### src/inc/motor_pwm_cfg.svh
`ifndef MOTOR_PWM_CFG_SVH
`define MOTOR_PWM_CFG_SVH

// clock and pwm timing
`define CLK_HZ          25000000
`define PWM_RATE_HZ     88000
`define PWM_PERIOD_CYC  (`CLK_HZ / `PWM_RATE_HZ)
// duty factor in 64ths: 1/64 = 1,6 %, 63/64 = 98,4 %, 62 steps between
`define DUTY_SHIFT      6
`define DUTY_MIN        6'h01
`define DUTY_MAX        6'h3F
`define DUTY_HALF       6'h20
// forced bursts after a start or stop request
`define BURST_TIME_MS   200
`define BURST_CYC       ((`CLK_HZ / 1000) * `BURST_TIME_MS)
// cycles the sense pin must be released before it is sampled
`define SENSE_SETTLE    2'h2

`endif

### src/inc/motor_pwm_pkg.sv
package motor_pwm_pkg;

    typedef enum logic [1:0] {
        MODE_NORMAL,
        MODE_START_BURST,
        MODE_STOP_BURST,
        MODE_STOP_HOLD
    } motor_mode_t;

    // one open-drain pin as driven by the design; oe_n low = pulling low
    typedef struct packed {
        logic out;
        logic oe_n;
    } od_drive_t;

    typedef struct packed {
        motor_mode_t mode;
        logic [5:0]  duty;
    } motor_status_t;

endpackage

### src/disc_motor_speed_pwm.sv
`timescale 1ns/1ps
`include "motor_pwm_cfg.svh"

// Notes on behaviour
// - the motor output is a pwm waveform repeating at 88 kHz that sets the disc data rate.
// - the duty factor is held between 1,6 % and 98,4 % in 62 steps.
// - a start request forces 98,4 % for 0,2 s, then the calculated duty returns.
// - a stop request forces 1,6 % for 0,2 s, then a steady 50 % until a start is seen.
// - the shared word clock / start-stop pin is sampled while released high; low is stop.
module disc_motor_speed_pwm
    import motor_pwm_pkg::*;
#(
    parameter int BURST_CYC  = `BURST_CYC,
    parameter int PERIOD_CYC = `PWM_PERIOD_CYC,
    parameter int CNT_W      = 9,
    parameter int BURST_W    = 23
) (
    input  wire logic          MCLK_IN,
    input  wire logic          SYS_RST_IN,
    input  wire logic [5:0]    DUTY_CALC_IN,
    input  wire logic          WORD_CLK_IN,
    input  wire logic          SENSE_PIN_IN,
    output od_drive_t          SENSE_PIN_OUT,
    output od_drive_t          MOTOR_PWM_OUT,
    output motor_status_t      STATUS_OUT
);

    // high time in clocks for a duty code, shared by pwm and checks
    // rounds down, so even the lowest code keeps a few clocks of high time
    function automatic logic [CNT_W-1:0] high_cycles(input logic [5:0] duty);
        logic [CNT_W+5:0] prod;
        prod = duty * PERIOD_CYC[CNT_W-1:0];
        return prod[CNT_W+5:`DUTY_SHIFT];
    endfunction

    // keeps the calculated duty inside the legal band
    function automatic logic [5:0] clamp_duty(input logic [5:0] duty);
        if (duty < `DUTY_MIN) begin
            return `DUTY_MIN;
        end
        return duty;
    endfunction

    logic [CNT_W-1:0]   cnt_r, cnt_nxt;
    logic [5:0]         duty_r, duty_nxt;
    logic               pwm_oe_n_r, pwm_oe_n_nxt;
    logic               boundary;
    logic [5:0]         target;

    logic               sense_oe_n_r, sense_oe_n_nxt;
    logic [1:0]         rel_age_r, rel_age_nxt;
    logic               stop_lvl_r, stop_lvl_nxt;
    logic               stop_evt, start_evt;

    motor_mode_t        mode_r, mode_nxt;
    logic [BURST_W-1:0] burst_r, burst_nxt;
    logic               burst_done;

    // sense pin: follow the word clock, sample only once released and settled
    always_comb begin
        sense_oe_n_nxt = WORD_CLK_IN;
        rel_age_nxt    = 2'h0;
        stop_lvl_nxt   = stop_lvl_r;
        if (sense_oe_n_r) begin
            rel_age_nxt = (rel_age_r == `SENSE_SETTLE) ? rel_age_r : rel_age_r + 2'h1;
        end
        // pull-up needs time to lift the line; an early sample would read a false stop
        if (sense_oe_n_r && rel_age_r == `SENSE_SETTLE) begin
            stop_lvl_nxt = !SENSE_PIN_IN;
        end
    end

    always_ff @(posedge MCLK_IN) begin
        if (SYS_RST_IN) begin
            sense_oe_n_r <= 1'b0;
            rel_age_r    <= 2'h0;
            stop_lvl_r   <= 1'b0;
        end else begin
            sense_oe_n_r <= sense_oe_n_nxt;
            rel_age_r    <= rel_age_nxt;
            stop_lvl_r   <= stop_lvl_nxt;
        end
    end

    assign stop_evt  = stop_lvl_nxt && !stop_lvl_r;
    assign start_evt = !stop_lvl_nxt && stop_lvl_r;

    // mode sequencing; a new request restarts the burst timer
    assign burst_done = (burst_r == BURST_W'(BURST_CYC - 1));

    always_comb begin
        mode_nxt  = mode_r;
        burst_nxt = burst_r + BURST_W'(1);
        if (stop_evt) begin
            mode_nxt  = MODE_STOP_BURST;
            burst_nxt = '0;
        end else if (start_evt) begin
            mode_nxt  = MODE_START_BURST;
            burst_nxt = '0;
        end else begin
            case (mode_r)
                MODE_START_BURST: begin
                    if (burst_done) begin
                        mode_nxt = MODE_NORMAL;
                    end
                end
                MODE_STOP_BURST: begin
                    if (burst_done) begin
                        mode_nxt = MODE_STOP_HOLD;
                    end
                end
                default: begin
                    burst_nxt = burst_r;
                end
            endcase
        end
    end

    always_ff @(posedge MCLK_IN) begin
        if (SYS_RST_IN) begin
            mode_r  <= MODE_NORMAL;
            burst_r <= '0;
        end else begin
            mode_r  <= mode_nxt;
            burst_r <= burst_nxt;
        end
    end

    // duty chosen by mode
    always_comb begin
        case (mode_r)
            MODE_START_BURST: target = `DUTY_MAX;
            MODE_STOP_BURST:  target = `DUTY_MIN;
            MODE_STOP_HOLD:   target = `DUTY_HALF;
            default:          target = clamp_duty(DUTY_CALC_IN);
        endcase
    end

    // period divider; duty only changes at the wrap so no pulse is cut short
    assign boundary = (cnt_r == CNT_W'(PERIOD_CYC - 1));

    always_comb begin
        cnt_nxt      = boundary ? '0 : cnt_r + CNT_W'(1);
        duty_nxt     = boundary ? target : duty_r;
        pwm_oe_n_nxt = (cnt_nxt < high_cycles(duty_nxt));
    end

    always_ff @(posedge MCLK_IN) begin
        if (SYS_RST_IN) begin
            // park on the last count so the first period after reset is whole
            cnt_r      <= CNT_W'(PERIOD_CYC - 1);
            duty_r     <= `DUTY_HALF;
            pwm_oe_n_r <= 1'b0;
        end else begin
            cnt_r      <= cnt_nxt;
            duty_r     <= duty_nxt;
            pwm_oe_n_r <= pwm_oe_n_nxt;
        end
    end

    // outputs straight from flops; drive value is always low for open drain
    assign SENSE_PIN_OUT.out  = 1'b0;
    assign SENSE_PIN_OUT.oe_n = sense_oe_n_r;
    assign MOTOR_PWM_OUT.out  = 1'b0;
    assign MOTOR_PWM_OUT.oe_n = pwm_oe_n_r;
    assign STATUS_OUT.mode    = mode_r;
    assign STATUS_OUT.duty    = duty_r;
endmodule
### config.mk
export PLATFORM = sky130hd
export DESIGN_NAME = disc_motor_speed_pwm
export DESIGN_NICKNAME = d
export VERILOG_FILES = /design/src/inc/motor_pwm_pkg.sv /design/src/disc_motor_speed_pwm.sv
export VERILOG_INCLUDE_DIRS = /design/src /design/src/inc
export SDC_FILE = /design/constraint.sdc
export NUM_CORES = 1
export LEC_CHECK = 0
export BUFFER_PORTS_ARGS = -buffer_cell sky130_fd_sc_hd__buf_4
export CORE_MARGIN = 4
export CORE_UTILIZATION = 40
export CTS_CLUSTER_SIZE = 28
export DETAILED_ROUTE_END_ITERATION = 10
export HOLD_SLACK_MARGIN = 0.02
export PLACE_DENSITY = 0.69
export SKIP_LAST_GASP = 1
export SLEW_MARGIN = 20
export SYNTH_ARGS = -nofsm -noshare
export SYNTH_HDL_FRONTEND = slang
export SYNTH_SLANG_ARGS = --single-unit
### constraint.sdc
create_clock -name MCLK_IN -period 6.7 [get_ports MCLK_IN]
set_input_delay 0.67 -clock MCLK_IN [delete_from_list [all_inputs] [get_ports MCLK_IN]]
set_output_delay 0.67 -clock MCLK_IN [all_outputs]
set_load 0.02 [all_outputs]
==> results.ini <==
[place]
io_buffers=19
gp_congestion=0.858
dp_hpwl_um=4560

[logic_synthesis]
synth-edff-count=0
syn_inst=341
synth_mux_area_frac=0.0248
syn_area_mm2=0.00298
synth_cell_types=47
synthTopCellsByArea=dfxtp_1 (30%), ha_1 (15%), xor2_1 (6.5%)
ys_seq_elements=45
synth_fa_ha_area_frac=0.178
synth-compound-area-share=0.101
synthFlopType=dfxtp_1
synthArstFlopShare=0
yosysTopAreaCellShare=0.303
synthSimpleGateAreaFrac=0.236
synth_top_family_by_area=simple AND/OR/NAND/NOR gates
ys_seq_area_frac=0.303
yosysTopAreaCell=dfxtp_1
syn_area_per_cell_um2=8.73
ys_warn_count=0
synth_xor_area_frac=0.103

[route]
first_iter_violations=112
wl_met1_um=2700
drc_errors=0
via_per_inst=5.00
met3_length_um=292
num_vias=2271
drt-pass1-iter-count=4
final_antenna_net_count=0
dr_wl_met2_um=2580
routed_wl_um=5730
top_layer=met4
wl_per_cell_um=12.6

[clocking]
path_clk_slew_ns=0.08
cts_max_path_buffers=2
cts.repair.resized=0
cts_root_buf=clkbuf_8
hold_buffers=0
cts_tree=done
clk-insertion-delay-late_ns=0.29
cts_buffers=5
htreeDepth=2
cts.sinks=45
cts_setup_buffers=0

[sta]
rsz0062_at_grt=false
setup-violations-final=0
fin_setup_tns_ns=0
slew_headroom=0.506
worstMarginPinSlew_ns=0.741
finalHoldViolations=0
max_freq_ghz=0.177
finalCritPeriodShare=0.843
report.final.slew_viol_count=0
layout_min_cycle_time_ns=5.65
skew_ns=0.00937

[job]
drv_cap=0

[floorplanning]
die_w_um=94.3
start_util=0.411
io_pins=22
design.core.area_mm2=0.00725
die_y_um=94.3
rows=31
dieArea_mm2=0.00889

[global_route]
antenna_found_initial=0
grt.total_usage=0.139
grt_pass1_wl_um=9690
grt_pass1_vias=2157
grt_max_degree=24
overflow=0

[cells_and_area]
final_common_cell=nor2_1
syn2layout_area_growth_pct=10.3
layout.nets=404
final_cell_mix=nor2_1 (48), dfxtp_1 (45), ha_1 (36)
insertedDiodeCount=0
drive_above_1_share=0.107

[setup_path]
cp_data_required_time_ns=6.93
cp-start-kind=register
reg2reg_depth=24
endpoint_kind=register
cp.arrival_ns=5.88
crit_fanout=17
path_class=register to register

[worst_hold_path]
hold_path_depth=2
hold_class=register to register

[status]
outcome=complete, no violations

-- worst paths after layout --
path	from	endpoint	slack (ns)
min	burst_r[5]	burst_r[5]	0.50
max	cnt_r[0]	pwm_oe_n_r	1.05
min reg2reg	burst_r[5]	burst_r[5]	0.50
max reg2reg	cnt_r[0]	pwm_oe_n_r	1.05
-- per-stage QoR --
stage	area [µm²]	util	hold WS (ns)	setup WS [ns]	instances
after global routing	3280	0.453	0.530	0.564	454
final	3280	0.453	0.497	1.05	454
after CTS	3280	0.453	0.504	1.05	454
after floorplan	2980	-	0.454	1.87	342
after detailed placement	3170	0.437	0.490	1.08	446
after global placement	3170	0.437	0.467	1.22	446
-- critical path, cell delays in order, from the launching register on --
cell and delay [ns]:
dfxtp_1 0.39, ha_1 0.22, and4b_1 0.25, and2_1 0.60, nor2_1 0.08, a31oi_1 0.49
ha_1 0.34, ha_1 0.28, ha_1 0.30, nand4_1 0.13, a21oi_1 0.23, a31oi_4 0.09
fa_1 0.47, nor2b_1 0.12, o21ai_1 0.07, nand2b_1 0.12, a21o_1 0.16, a21oi_1 0.09
xor2_1 0.15, ha_1 0.29, and4_1 0.17, a21oi_1 0.14, nand2_1 0.07, a21o_1 0.18
a21oi_1 0.15
-- flip-flops by register name (all words and copies together) (netlist names) --
register	count
pwm_oe_n_r	1
burst_r	23
cnt_r	9
duty_r	6
stop_lvl_r	1
mode_r	2
rel_age_r	2
sense_oe_n_r	1
-- synthesized netlist by cell type (3+ instances only) --
cell / instances
a21oi_1: 18
and3_1: 9
and4_1: 3
buf_2: 4
buf_4: 5
clkbuf_1: 5
dfxtp_1: 45
fa_1: 4
ha_1: 36
inv_1: 21
mux2i_1: 4
nand2_1: 23
nand2b_1: 7
nand3_1: 7
nand4_1: 10
nor2_1: 48
nor2b_1: 9
nor3_1: 3
o21ai_0: 6
o21bai_1: 3
or2_1: 3
or3_1: 3
xnor2_1: 13
xor2_1: 22
-- layer usage --
layer / track usage / vias up
met3: 0.0256 / 16
met2: 0.214 / 54
met5: 0 / -
met4: 0.0674 / 0
li1: - / 1174
met1: 0.185 / 1027
-- final cells by class --
cell class / instances / area [µm²]
Fill cell: 731 / 3970
Multi-Input combinational cell: 261 / 1920
Sequential cell: 45 / 901
Timing Repair Buffer: 19 / 143
Tap cell: 99 / 124
Inverter: 22 / 82.6
Clock buffer: 6 / 72.6
Clock inverter: 2 / 38.8
-- logic make-up (layout without fill, tap and decap cells) --
kind of cell	after synthesis	in the layout
adder cells (fa/ha/maj)	40	40
flip-flops	45	45
AO/OA/AOI/OAI	42	42
multiplexers	6	6
other	1	2
AND/OR/NAND/NOR	136	136
buffers and inverters	36	49
XOR/XNOR	35	35
Power is left out: the tool's default activity adds up to more than one toggle a clock period on the data nets, which glitch-free logic cannot reach.
